## src/rtl/rfa_pkg.sv

```systemverilog
// Purpose: Shared constants for the receive frame aligner
// Assumes: Byte-wide register space reached over a two-wire serial port
// Notes: Offsets are byte addresses of that port
package rfa_pkg;
  // Register offsets
  localparam logic [7:0] ADR_HDR3 = 8'hb0;
  localparam logic [7:0] ADR_HDR0 = 8'hb3;
  localparam logic [7:0] ADR_HDR1 = 8'hb2;
  localparam logic [7:0] ADR_MSK3 = 8'hb4;
  localparam logic [7:0] ADR_MSK0 = 8'hb7;
  localparam logic [7:0] ADR_DMX = 8'hb8;
  localparam logic [7:0] ADR_STAT = 8'hb9;
  localparam logic [7:0] ADR_RXOUT = 8'hd4;
  // Reset values
  localparam logic [31:0] HDR_RST = 32'hf6f62828;
  localparam logic [31:0] MSK_RST = 32'h00000000;
  localparam logic [7:0] DMX_RST = 8'h00;
  localparam logic [7:0] RXOUT_RST = 8'h01;
  // Field positions
  localparam int DMX_EN_BIT = 0;
  localparam int DMX_OVR_BIT = 1;
  localparam int PAREN_BIT = 0;
  localparam int PARINV_BIT = 1;
  localparam int ST_ARMED_BIT = 0;
  localparam int ST_OVF_BIT = 1;
  // Datapath shape
  localparam int NIB_W = 4;
  localparam int WORD_W = 5;
  localparam int FIFO_DEPTH = 16;
  localparam logic [6:0] DEV_ADDR_DEF = 7'h2a;

  typedef enum logic [4:0] {
    S_IDLE = 5'b00001,
    S_ADDR = 5'b00010,
    S_PTR = 5'b00100,
    S_WR = 5'b01000,
    S_RD = 5'b10000
  } rfa_i2c_st_t;
endpackage

```

## src/rtl/rfa_reg_if.sv

```systemverilog
// Purpose: Register access carrier between serial port and core
// Assumes: Single clock domain, one-cycle write strobe
// Notes: Read data is combinational from the addressed register
`timescale 1ns/1ns
`default_nettype none
interface rfa_reg_if;
  logic [7:0] addr;
  logic [7:0] wdata;
  logic [7:0] rdata;
  logic wr;
  modport master (output addr, output wdata, output wr, input rdata);
  modport slave (input addr, input wdata, input wr, output rdata);
endinterface
`default_nettype wire

```

## src/rtl/rfa_aligner.sv

```systemverilog
// Purpose: Header search, nibble alignment, frame pulse and parity
// Assumes: Serial clock at most a quarter of the core clock rate
// Notes: Serial stream cannot stall; a full buffer drops words
`timescale 1ns/1ns
`default_nettype none
////////////////////////////////////////////////////////////////////////
module rfa_aligner #(
  parameter int FIFO_DEPTH = rfa_pkg::FIFO_DEPTH,
  parameter logic [6:0] DEV_ADDR = rfa_pkg::DEV_ADDR_DEF
) (
  input wire logic i_ref_clk,
  input wire logic i_resetn,
  input wire logic i_rx_serial_clock,
  input wire logic i_rx_serial_data,
  input wire logic i_align_enable_in,
  input wire logic i_scl,
  input wire logic i_sda,
  output logic o_sda_out,
  output logic o_sda_oe,
  input wire logic i_rx_ready,
  output logic [3:0] o_rx_parallel_data,
  output logic o_rx_valid,
  output logic o_frame_pulse_out,
  output logic o_rx_parity_out
);
  localparam int W = rfa_pkg::WORD_W;
  rfa_reg_if rb ();
  logic sclk_s1_ff, sclk_s2_ff, sclk_d_ff, sdat_s1_ff, sdat_s2_ff;
  logic aen_s1_ff, aen_s2_ff, aen_d_ff;
  logic [31:0] hdr_ff, nxt_hdr, msk_ff, nxt_msk, sh_ff, nxt_sh;
  logic [7:0] dmx_ff, nxt_dmx, rxout_ff, nxt_rxout;
  logic ovf_ff, nxt_ovf, armed_ff, nxt_armed;
  logic [1:0] bp_ff, nxt_bp;
  logic bit_tick, aen, match, emit, fp, drop;
  logic fifo_wready, fifo_rvalid, fifo_rready;
  logic [W-1:0] fifo_wdata, fifo_rdata;
  logic [3:0] dat_ff, nxt_dat;
  logic val_ff, nxt_val, fpo_ff, nxt_fpo, par_ff, nxt_par;

  ////////////////////////////////////////////////////////////////////
  rfa_i2c_slave #(.DEV_ADDR(DEV_ADDR)) u_port (
    .i_clk(i_ref_clk),
    .i_resetn(i_resetn),
    .i_scl(i_scl),
    .i_sda(i_sda),
    .o_sda_oe(o_sda_oe),
    .rb(rb.master)
  );

  rfa_fifo #(.WIDTH(W), .DEPTH(FIFO_DEPTH)) u_fifo (
    .i_clk(i_ref_clk),
    .i_resetn(i_resetn),
    .i_wvalid(emit),
    .o_wready(fifo_wready),
    .i_wdata(fifo_wdata),
    .o_rvalid(fifo_rvalid),
    .i_rready(fifo_rready),
    .o_rdata(fifo_rdata)
  );

  // Open drain: only ever pulls low
  assign o_sda_out = 1'b0;

  ////////////////////////////////////////////////////////////////////
  // Input synchronisers; link clock edges found by sampling
  always_ff @(posedge i_ref_clk or negedge i_resetn)
  begin
    if (!i_resetn)
    begin
      {sclk_s1_ff, sclk_s2_ff, sclk_d_ff} <= 3'h0;
      {sdat_s1_ff, sdat_s2_ff} <= 2'h0;
      {aen_s1_ff, aen_s2_ff, aen_d_ff} <= 3'h0;
    end
    else
    begin
      {sclk_s1_ff, sclk_s2_ff, sclk_d_ff} <= {i_rx_serial_clock, sclk_s1_ff, sclk_s2_ff};
      {sdat_s1_ff, sdat_s2_ff} <= {i_rx_serial_data, sdat_s1_ff};
      {aen_s1_ff, aen_s2_ff} <= {i_align_enable_in, aen_s1_ff};
      aen_d_ff <= aen;
    end
  end

  ////////////////////////////////////////////////////////////////////
  // Register file
  always_comb
  begin
    nxt_hdr = hdr_ff;
    nxt_msk = msk_ff;
    nxt_dmx = dmx_ff;
    nxt_rxout = rxout_ff;
    nxt_ovf = ovf_ff;
    rb.rdata = 8'h00;
    for (int i = 0; i < 4; i++)
    begin
      if (rb.addr == 8'(rfa_pkg::ADR_HDR3 + i))
      begin
        rb.rdata = hdr_ff[8*(3-i) +: 8];
        if (rb.wr)
          nxt_hdr[8*(3-i) +: 8] = rb.wdata;
      end
      if (rb.addr == 8'(rfa_pkg::ADR_MSK3 + i))
      begin
        rb.rdata = msk_ff[8*(3-i) +: 8];
        if (rb.wr)
          nxt_msk[8*(3-i) +: 8] = rb.wdata;
      end
    end
    if (rb.addr == rfa_pkg::ADR_DMX)
    begin
      rb.rdata = dmx_ff;
      if (rb.wr)
        nxt_dmx = rb.wdata;
    end
    if (rb.addr == rfa_pkg::ADR_RXOUT)
    begin
      rb.rdata = rxout_ff;
      if (rb.wr)
        nxt_rxout = rb.wdata;
    end
    if (rb.addr == rfa_pkg::ADR_STAT)
    begin
      rb.rdata[rfa_pkg::ST_ARMED_BIT] = armed_ff;
      rb.rdata[rfa_pkg::ST_OVF_BIT] = ovf_ff;
      if (rb.wr && rb.wdata[rfa_pkg::ST_OVF_BIT])
        nxt_ovf = 1'b0;
    end
    // A drop in the clearing cycle still sets the flag
    if (drop)
      nxt_ovf = 1'b1;
  end

  always_ff @(posedge i_ref_clk or negedge i_resetn)
  begin
    if (!i_resetn)
    begin
      hdr_ff <= rfa_pkg::HDR_RST;
      msk_ff <= rfa_pkg::MSK_RST;
      dmx_ff <= rfa_pkg::DMX_RST;
      rxout_ff <= rfa_pkg::RXOUT_RST;
      ovf_ff <= 1'b0;
    end
    else
    begin
      hdr_ff <= nxt_hdr;
      msk_ff <= nxt_msk;
      dmx_ff <= nxt_dmx;
      rxout_ff <= nxt_rxout;
      ovf_ff <= nxt_ovf;
    end
  end

  ////////////////////////////////////////////////////////////////////
  // Alignment core
  always_comb
  begin
    bit_tick = sclk_s2_ff && !sclk_d_ff;
    aen = dmx_ff[rfa_pkg::DMX_OVR_BIT] ? dmx_ff[rfa_pkg::DMX_EN_BIT] : aen_s2_ff;
    nxt_sh = bit_tick ? {sh_ff[30:0], sdat_s2_ff} : sh_ff;
    match = ((nxt_sh ^ hdr_ff) & ~msk_ff) == 32'h0;
    nxt_bp = bp_ff;
    emit = 1'b0;
    fp = 1'b0;
    if (bit_tick)
    begin
      nxt_bp = bp_ff + 2'h1;
      if (armed_ff && match)
      begin
        // Header low bit just landed; bits 15:12 start the new word
        emit = 1'b1;
        fp = 1'b1;
        nxt_bp = 2'h0;
      end
      else if (bp_ff == 2'h3)
      begin
        emit = 1'b1;
        fp = match;
      end
    end
    fifo_wdata = {fp, nxt_sh[15:12]};
    drop = emit && !fifo_wready;
    nxt_armed = (aen && !aen_d_ff) || (armed_ff && !(fp && !aen));
  end

  always_ff @(posedge i_ref_clk or negedge i_resetn)
  begin
    if (!i_resetn)
    begin
      sh_ff <= 32'h0;
      bp_ff <= 2'h0;
      armed_ff <= 1'b0;
    end
    else
    begin
      sh_ff <= nxt_sh;
      bp_ff <= nxt_bp;
      armed_ff <= nxt_armed;
    end
  end

  ////////////////////////////////////////////////////////////////////
  // Output stage; frame flag leaves with exactly one word
  always_comb
  begin
    fifo_rready = !val_ff || i_rx_ready;
    nxt_val = val_ff && !i_rx_ready;
    nxt_dat = dat_ff;
    nxt_fpo = fpo_ff && !i_rx_ready;
    if (fifo_rvalid && fifo_rready)
    begin
      nxt_val = 1'b1;
      nxt_dat = fifo_rdata[3:0];
      nxt_fpo = fifo_rdata[4];
    end
    nxt_par = 1'b0;
    if (rxout_ff[rfa_pkg::PAREN_BIT])
      nxt_par = ^nxt_dat ^ rxout_ff[rfa_pkg::PARINV_BIT];
  end

  always_ff @(posedge i_ref_clk or negedge i_resetn)
  begin
    if (!i_resetn)
    begin
      val_ff <= 1'b0;
      dat_ff <= 4'h0;
      fpo_ff <= 1'b0;
      par_ff <= 1'b0;
    end
    else
    begin
      val_ff <= nxt_val;
      dat_ff <= nxt_dat;
      fpo_ff <= nxt_fpo;
      par_ff <= nxt_par;
    end
  end

  assign o_rx_valid = val_ff;
  assign o_rx_parallel_data = dat_ff;
  assign o_frame_pulse_out = fpo_ff;
  assign o_rx_parity_out = par_ff;
endmodule
`default_nettype wire

```

## src/rtl/rfa_fifo.sv

```systemverilog
// Purpose: Word buffer between aligner and output port
// Assumes: DEPTH is a power of two
// Notes: Flip-flop storage, pointers carry one wrap bit
`timescale 1ns/1ns
`default_nettype none
module rfa_fifo #(
  parameter int WIDTH = 5,
  parameter int DEPTH = 16
) (
  input wire logic i_clk,
  input wire logic i_resetn,
  input wire logic i_wvalid,
  output logic o_wready,
  input wire logic [WIDTH-1:0] i_wdata,
  output logic o_rvalid,
  input wire logic i_rready,
  output logic [WIDTH-1:0] o_rdata
);
  localparam int AW = $clog2(DEPTH);
  logic [WIDTH-1:0] mem_ff [DEPTH];
  logic [WIDTH-1:0] nxt_mem [DEPTH];
  logic [AW:0] wp_ff, rp_ff, nxt_wp, nxt_rp;
  logic full, empty;

  always_comb
  begin
    full = (wp_ff[AW] != rp_ff[AW]) && (wp_ff[AW-1:0] == rp_ff[AW-1:0]);
    empty = (wp_ff == rp_ff);
    nxt_mem = mem_ff;
    nxt_wp = wp_ff;
    nxt_rp = rp_ff;
    if (i_wvalid && !full)
    begin
      nxt_mem[wp_ff[AW-1:0]] = i_wdata;
      nxt_wp = wp_ff + 1'b1;
    end
    if (i_rready && !empty)
      nxt_rp = rp_ff + 1'b1;
  end

  always_ff @(posedge i_clk or negedge i_resetn)
  begin
    if (!i_resetn)
    begin
      for (int i = 0; i < DEPTH; i++)
        mem_ff[i] <= '0;
      wp_ff <= '0;
      rp_ff <= '0;
    end
    else
    begin
      mem_ff <= nxt_mem;
      wp_ff <= nxt_wp;
      rp_ff <= nxt_rp;
    end
  end

  assign o_wready = !full;
  assign o_rvalid = !empty;
  assign o_rdata = mem_ff[rp_ff[AW-1:0]];
endmodule
`default_nettype wire

```

## src/rtl/rfa_i2c_slave.sv

```systemverilog
// Purpose: Two-wire serial slave giving byte access to the registers
// Assumes: Bus clock well below a quarter of the core clock
// Notes: Pointer auto-increments after each data byte
`timescale 1ns/1ns
`default_nettype none
module rfa_i2c_slave #(
  parameter logic [6:0] DEV_ADDR = rfa_pkg::DEV_ADDR_DEF
) (
  input wire logic i_clk,
  input wire logic i_resetn,
  input wire logic i_scl,
  input wire logic i_sda,
  output logic o_sda_oe,
  rfa_reg_if.master rb
);
  logic scl_s1_ff, scl_s2_ff, scl_d_ff, sda_s1_ff, sda_s2_ff, sda_d_ff;
  rfa_pkg::rfa_i2c_st_t st_ff, nxt_st;
  logic [3:0] cnt_ff, nxt_cnt;
  logic [7:0] sh_ff, nxt_sh, ptr_ff, nxt_ptr, tx_ff, nxt_tx;
  logic oe_ff, nxt_oe, wr_ff, nxt_wr;
  logic rise, fall, start, stop;

  always_ff @(posedge i_clk or negedge i_resetn)
  begin
    if (!i_resetn)
    begin
      {scl_s1_ff, scl_s2_ff, scl_d_ff} <= 3'h7;
      {sda_s1_ff, sda_s2_ff, sda_d_ff} <= 3'h7;
    end
    else
    begin
      {scl_s1_ff, scl_s2_ff, scl_d_ff} <= {i_scl, scl_s1_ff, scl_s2_ff};
      {sda_s1_ff, sda_s2_ff, sda_d_ff} <= {i_sda, sda_s1_ff, sda_s2_ff};
    end
  end

  always_comb
  begin
    rise = scl_s2_ff && !scl_d_ff;
    fall = !scl_s2_ff && scl_d_ff;
    start = scl_s2_ff && scl_d_ff && sda_d_ff && !sda_s2_ff;
    stop = scl_s2_ff && scl_d_ff && !sda_d_ff && sda_s2_ff;
    nxt_st = st_ff;
    nxt_cnt = cnt_ff;
    nxt_sh = sh_ff;
    nxt_tx = tx_ff;
    nxt_oe = oe_ff;
    nxt_wr = 1'b0;
    nxt_ptr = wr_ff ? ptr_ff + 8'h01 : ptr_ff;
    if (start)
    begin
      nxt_st = rfa_pkg::S_ADDR;
      nxt_cnt = 4'h0;
      nxt_oe = 1'b0;
    end
    else if (stop)
    begin
      nxt_st = rfa_pkg::S_IDLE;
      nxt_oe = 1'b0;
    end
    else if (st_ff != rfa_pkg::S_IDLE && rise)
    begin
      if (cnt_ff != 4'h8)
      begin
        nxt_sh = {sh_ff[6:0], sda_s2_ff};
        nxt_cnt = cnt_ff + 4'h1;
      end
      else
      begin
        nxt_cnt = 4'h0;
        // Master nack ends a read burst
        if (st_ff == rfa_pkg::S_RD && sda_s2_ff)
          nxt_st = rfa_pkg::S_IDLE;
      end
    end
    else if (st_ff != rfa_pkg::S_IDLE && fall)
    begin
      case (cnt_ff)
        4'h8:
        begin
          nxt_oe = 1'b1;
          case (st_ff)
            rfa_pkg::S_ADDR:
            begin
              if (sh_ff[7:1] == DEV_ADDR)
                nxt_st = sh_ff[0] ? rfa_pkg::S_RD : rfa_pkg::S_PTR;
              else
              begin
                nxt_st = rfa_pkg::S_IDLE;
                nxt_oe = 1'b0;
              end
            end
            rfa_pkg::S_PTR:
            begin
              nxt_ptr = sh_ff;
              nxt_st = rfa_pkg::S_WR;
            end
            rfa_pkg::S_WR: nxt_wr = 1'b1;
            default: nxt_oe = 1'b0;
          endcase
        end
        4'h0:
        begin
          nxt_oe = 1'b0;
          if (st_ff == rfa_pkg::S_RD)
          begin
            nxt_tx = rb.rdata;
            nxt_oe = !rb.rdata[7];
            nxt_ptr = ptr_ff + 8'h01;
          end
        end
        default:
          nxt_oe = (st_ff == rfa_pkg::S_RD) && !tx_ff[3'(4'h7 - cnt_ff)];
      endcase
    end
  end

  always_ff @(posedge i_clk or negedge i_resetn)
  begin
    if (!i_resetn)
    begin
      st_ff <= rfa_pkg::S_IDLE;
      cnt_ff <= 4'h0;
      sh_ff <= 8'h00;
      tx_ff <= 8'h00;
      ptr_ff <= 8'h00;
      oe_ff <= 1'b0;
      wr_ff <= 1'b0;
    end
    else
    begin
      st_ff <= nxt_st;
      cnt_ff <= nxt_cnt;
      sh_ff <= nxt_sh;
      tx_ff <= nxt_tx;
      ptr_ff <= nxt_ptr;
      oe_ff <= nxt_oe;
      wr_ff <= nxt_wr;
    end
  end

  assign o_sda_oe = oe_ff;
  assign rb.wr = wr_ff;
  assign rb.addr = ptr_ff;
  assign rb.wdata = sh_ff;
endmodule
`default_nettype wire

```

## config.mk

```make
export PLATFORM = sky130hd
export DESIGN_NAME = rfa_aligner
export DESIGN_NICKNAME = d
export VERILOG_FILES = /design/src/rtl/rfa_pkg.sv /design/src/rtl/rfa_reg_if.sv /design/src/rtl/rfa_aligner.sv /design/src/rtl/rfa_fifo.sv /design/src/rtl/rfa_i2c_slave.sv
export SDC_FILE = /design/constraint.sdc
export NUM_CORES = 1
export LEC_CHECK = 0
export BUFFER_PORTS_ARGS = -buffer_cell sky130_fd_sc_hd__buf_2
export CAP_MARGIN = 0
export CORE_ASPECT_RATIO = 0.5
export CORE_MARGIN = 2
export CORE_UTILIZATION = 57
export CTS_CLUSTER_SIZE = 12
export DETAILED_ROUTE_END_ITERATION = 10
export GPL_ROUTABILITY_DRIVEN = 0
export PLACE_DENSITY = 0.74
export SYNTH_ARGS = -nofsm -noshare
export SYNTH_HDL_FRONTEND = slang
export SYNTH_HIERARCHICAL = 1
export SYNTH_SLANG_ARGS = --single-unit
```

## constraint.sdc

```tcl
create_clock -name i_ref_clk -period 3.5 [get_ports i_ref_clk]
set_input_delay 0.175 -clock i_ref_clk [delete_from_list [all_inputs] [get_ports i_ref_clk]]
set_output_delay 0.175 -clock i_ref_clk [all_outputs]
set_load 0.05 [all_outputs]
```

==> out/results.txt, run 1 <==
dpl cells -> 1319
Pre-antenna DRT Iters -> 5
vias -> 8707
drt wl/cell -> 22.6 um
diode count -> 0
Fin. Hold Viols -> 0
CTS Buf Count -> 26
Layout fillers -> 1638
Synth Instances -> 1023
synth unique cells -> 80
Initial DRC Count -> 773
Initial Util -> 0.576
Max Cap Viol -> 0
die width -> 218 um
DRC Markers -> 0
All-Layer GR Usage -> 0.262
Syn. warnings -> 6
outcome -> finished with violations
RSZ-0062 raised after global routing -> yes
PwrDens -> 580 nW/um2
part of the Yosys area used for sequential elements -> 0.505
final clock skew -> 0.0153 ns
slowest CP cell -> dfrtp_1
Port Buffer Count -> 15
Rows -> 39
post-synth top area share -> 0.457
post-route clock period utilization -> 1.05
Net count, final -> 1080
slew at the pin closest to its max-slew limit -> 1.04 ns
Yosys reg bits -> 262
CTS tree -> built
FMAX -> 0.273 GHz
top cell type by total area after synthesis -> dfrtp_1
PnR worst setup slack -> -0.163 ns
Rel. slew slack -> 0.305
largest cells by area after synthesis -> dfrtp_1, mux2_2, dfstp_2
final non-filler cell total -> 1387
clk sinks -> 262
Avg Synthesized Cell Area -> 12.7 um2
syn_nets -> 1040
min Tclk post-route -> 3.66 ns
number of synthesized flops with an enable pin -> 0
Top FF cell, synth -> dfrtp_1
commonest non-fill, non-tap cell in the layout -> dfrtp_1
Die Ht -> 111 um
first-pass GRT wire length -> 49.6 mm
Setup TNS Final -> -6.13 ns
worst min path class -> primary input to asynchronous set/reset pin
Setup violations, final -> 71
P&R area growth vs syn -> 14.1%
DRT Wirelength -> 31.3 mm
clk_lat worst skew -> 0.54 ns
vias in the first global route -> 8866
total design power -> 8.64 mW
Synth Cell Area -> 13000 um2
critical path class -> register to register
post-DR vias/cell -> 6.28
antenna violations before repair -> 0
Final ANT Viol Nets -> 0
CTS max path bufs -> 3
violated checks -> negative setup slack
Root Buffer -> clkbuf_16
crit path max fanout -> 7
crit-path cells -> nor2b_4 > buf_6 > clkbuf_16 > mux2_4 > xnor2_1 > o22ai_1 > nor4_2 > nand4_1 > o31ai_4 > buf_12 > buf_6 > nand3_1 > a21oi_4 > mux2_4
FF+latch area -> 6590 um2
CP required -> 3.91 ns
largest net degree at the start of global routing -> 78
DPL Wire Length -> 20.5 mm
critical path startpoint category -> register
Pleak -> 6.68 nW
area of the core -> 22600 um2
total gr overflow -> 0
fin. max-slew vios -> 0
share of cells above drive strength 1 -> 0.384
H-tree depth -> 1
area of the multi-input gates -> 6440 um2
most frequent cells in the layout -> dfrtp_1, mux2_2, mux2_4, nand2_1, nor2_1
Peak supply drop -> 0.573 mV
critical path endpoint category -> register
Max stage delay on crit path -> 0.39 ns
crit path DAT -> 4.07 ns
Clock transition at path regs -> 0.06 ns
Async S/R FF share, synth -> 1.00
num ports -> 17
die area -> 24200 um2
## registers in the layout, summed over array words and instances, names as in the netlist, 2 cells and up
signal and count:
bp_ff 2, u_port/rb.addr 8, dmx_ff 8, sh_ff 32, u_port/cnt_ff 4, u_fifo/rp_ff 5
o_rx_parallel_data 4, msk_ff 32, u_fifo/wp_ff 5, rxout_ff 8, u_port/tx_ff 8, hdr_ff 32
u_port/rb.wdata 8, u_port/st_ff 5, u_fifo/mem_ff 80
## critical path, delay by kind of cell, from the launching register on
family	cells	cell delay [ns]
AND/OR/NAND/NOR	4	1.02
AO/OA/AOI/OAI	3	0.75
multiplexers	2	0.67
buffers and inverters	4	0.58
flip-flops	1	0.39
XOR/XNOR	1	0.13
## through the flow
step                      hold slack (ns)  cell area, um2  worst slack, ns  utilization
after global routing                0.224           14900           -0.268        0.657
after detailed placement            0.180           13500           0.0266        0.597
after floorplan                    -0.121           13000           0.0778            -
after CTS                           0.210           14400           0.0197        0.634
final                               0.173           14900           -0.163        0.657
after global placement              0.172           13500           0.0986        0.597
## power by group
group          switching [mW]  internal, mW  leakage, nW  total, mW
logic                    1.21         0.929         2.83       2.13
clock network            1.15          1.47        0.369       2.61
registers               0.587          3.30         3.48       3.89
## layout make-up
class,instances,area share
Multi-Input combinational cell,689,0.433
Clock buffer,44,0.0510
Sequential cell,262,0.442
Clock inverter,1,0.000588
Timing Repair Buffer,70,0.0440
Inverter,14,0.00353
Tap cell,307,0.0258
## Yosys cell counts, types with 14 or more instances
cell type    n
dfrtp_1    238
mux2_2     205
nand2_1     50
nor2_1      49
xnor2_1     44
clkbuf_1    30
a21oi_1     25
o22ai_1     25
dfstp_2     24
o21ai_0     24
nand3_1     23
mux2_4      18
mux4_2      17
mux2i_1     15
inv_1       14
## routing by layer
metal,GRT usage,routed length [um],up-vias
met3,0.0442,1940,77
met5,0,0,-
met2,0.410,14600,321
met1,0.380,14000,4476
li1,-,-,3833
met4,0.0707,825,0
## cell families (layout without fill, tap and decap cells)
family / Yosys count / count (layout) / synth area share
xor+xnor: 56 / 56 / 0.0410
mux: 258 / 258 / 0.241
simple gates: 204 / 204 / 0.0852
flops: 262 / 262 / 0.505
other cells: 1 / 1 / 0.000288
fa+ha+maj: 9 / 9 / 0.00863
compound gates: 161 / 161 / 0.0909
buf+inv: 72 / 129 / 0.0278
## what timing repair did
item | CTS | global route
resized for setup | 0 | 81
setup endpoints to repair | 0 | 76
setup buffers | 0 | 14
hold endpoints to repair | 73 | 0
hold buffers | 7 | 0
## worst paths after layout
path	cells after the start	slack (ns)	endpoint	start
setup / recovery	14	-0.16	u_fifo/mem_ff[31]	sclk_s2_ff
hold / removal	2	0.17	u_fifo/mem_ff[27]	i_resetn
setup reg to reg	14	-0.16	u_fifo/mem_ff[31]	sclk_s2_ff
hold reg to reg	0	0.35	sclk_s2_ff	sclk_s1_ff
max in group asynchronous	3	2.37	hdr_ff[4]	i_resetn
min in group i_ref_clk	2	0.28	aen_s1_ff	i_align_enable_in
Power figures use the tool's default switching activity.
==> inputs of run 2 (changes only) <==
Settings changed: CORE_UTILIZATION 57 to 65, PLACE_DENSITY 0.74 to 0.8.
Clock period 3.5 ns to 4.6 ns, I/O delays scaled along.
==> out/results.txt, run 2 (synthesized netlist as in run 1, its figures left out) <==
H-tree depth -> 1
Die Ht -> 104 um
PwrDens -> 445 nW/um2
CTS max path bufs -> 3
Layout fillers -> 1346
Setup violations, final -> 0
Rows -> 36
total gr overflow -> 0
All-Layer GR Usage -> 0.289
critical path startpoint category -> register
DRC Markers -> 0
fin. max-slew vios -> 0
Port Buffer Count -> 15
total design power -> 6.25 mW
most frequent cells in the layout -> dfrtp_1, mux2_2, nand2_1, nor2_1, xnor2_1
slew at the pin closest to its max-slew limit -> 1.08 ns
num ports -> 17
Initial DRC Count -> 792
critical path class -> register to register
vias -> 8487
outcome -> finished clean
dpl cells -> 1258
DPL Wire Length -> 20.0 mm
CTS tree -> built
die width -> 204 um
Final ANT Viol Nets -> 0
post-cts sizing count -> 0
Biggest register -> u_fifo/mem_ff
first-pass GRT wire length -> 48.2 mm
DRT Wirelength -> 29.5 mm
worst min path class -> primary input to asynchronous set/reset pin
slowest CP cell -> nor2b_4
share of cells above drive strength 1 -> 0.340
Largest register FFs -> 80
Root Buffer -> clkbuf_16
drt wl/cell -> 22.5 um
Critical Path Most Common Cell -> mux2_2
RSZ-0062 raised after global routing -> no
final non-filler cell total -> 1310
Net count, final -> 1043
P&R area growth vs syn -> 7.69%
crit-path cells -> nor2b_4 > buf_12 > mux2_2 > xnor2_1 > o22ai_1 > nor4_2 > nand4_1 > o31ai_2 > buf_4 > nand3_1 > a21oi_1 > mux2_2
post-DR vias/cell -> 6.48
Pleak -> 6.35 nW
vias in the first global route -> 8703
final clock skew -> 0.0191 ns
area of the core -> 19500 um2
CTS Buf Count -> 25
Clock transition at path regs -> 0.06 ns
Pre-antenna DRT Iters -> 6
post-route clock period utilization -> 0.869
Setup TNS Final -> 0 ns
crit path DAT -> 4.40 ns
FMAX -> 0.250 GHz
Peak supply drop -> 0.253 mV
Rel. slew slack -> 0.274
min Tclk post-route -> 4.00 ns
die area -> 21300 um2
critical path endpoint category -> register
Initial Util -> 0.667
Max Cap Viol -> 0
CP required -> 5.00 ns
antenna violations before repair -> 0
commonest non-fill, non-tap cell in the layout -> dfrtp_1
crit path max fanout -> 19
diode count -> 0
largest net degree at the start of global routing -> 124
Fin. Hold Viols -> 0
Max stage delay on crit path -> 0.57 ns
WHS -> 0.336 ns
clk sinks -> 262
clk_lat worst skew -> 0.53 ns
-- run 2: cell types whose count changed in the layout (fill, tap and decap cells not counted), moves of 5 or more --
cell     before  now
mux2_2      162  205
mux2_4       61   18
buf_4        32   10
xnor2_1      35   44
xnor2_2      11    3
buf_6         7    0
buf_12        7    2
-- run 2: worst max-delay path: cells and delay by family, from the launching register on --
family / cells / cell delay, ns
DFF: 1 / 0.37
and+or+nand+nor: 4 / 1.21
xor gates and xnor gates: 1 / 0.17
buffers and inverters: 2 / 0.52
AOI/OAI and AO/OA: 3 / 0.81
muxes: 2 / 0.79
-- run 2: routing by layer --
layer / vias up / routed length [um] / global-route usage
li1: 3760 / - / -
met4: 0 / 697 / 0.0719
met1: 4342 / 13200 / 0.421
met5: - / 0 / 0
met3: 64 / 1920 / 0.0492
met2: 321 / 13600 / 0.458
-- run 2: timing repair --
action / in CTS / in global routing
hold buffers: 7 / 0
hold endpoints to repair: 96 / 0
setup buffers: 0 / 0
-- run 2: path summary, 6_finish.rpt --
check / startpoint / end / slack, ns / cells past startpoint
setup / recovery: sclk_s2_ff / u_fifo/mem_ff[57] / 0.60 / 12
hold / removal: i_resetn / u_fifo/mem_ff[20] / 0.34 / 2
setup reg to reg: sclk_s2_ff / u_fifo/mem_ff[57] / 0.60 / 12
hold reg to reg: sclk_s1_ff / sclk_s2_ff / 0.35 / 0
max in group asynchronous: i_resetn / u_port/tx_ff[5] / 3.14 / 3
min in group i_ref_clk: i_rx_serial_clock / sclk_s1_ff / 0.35 / 2
-- run 2: report_power, final --
| part | internal, mW | total, mW | switching, mW |
|---|---|---|---|
| registers | 2.51 | 2.92 | 0.405 |
| logic | 0.603 | 1.48 | 0.873 |
| clock network | 1.02 | 1.85 | 0.834 |
| total | 4.13 | 6.25 | 2.11 |
-- run 2: cell type report --
type                    count  area, um2  area share
repair buffers             34        270      0.0192
multi-input cells         689       6100       0.434
flip-flops and latches    262       6590       0.469
inverters                  14       52.6     0.00374
well taps                 266        333      0.0237
clock buffers              44        697      0.0496
clock inverters             1       8.76    0.000624
-- run 2: stage by stage --
stage | cell area [um2] | util | setup WS (ns)
2_1_floorplan | 13000 | - | 1.18
5_1_grt | 14000 | 0.719 | 0.358
6_report | 14000 | 0.719 | 0.601
3_5_place_dp | 13300 | 0.679 | 0.682
4_1_cts | 14000 | 0.719 | 0.645
3_3_place_gp | 13300 | 0.679 | 0.841
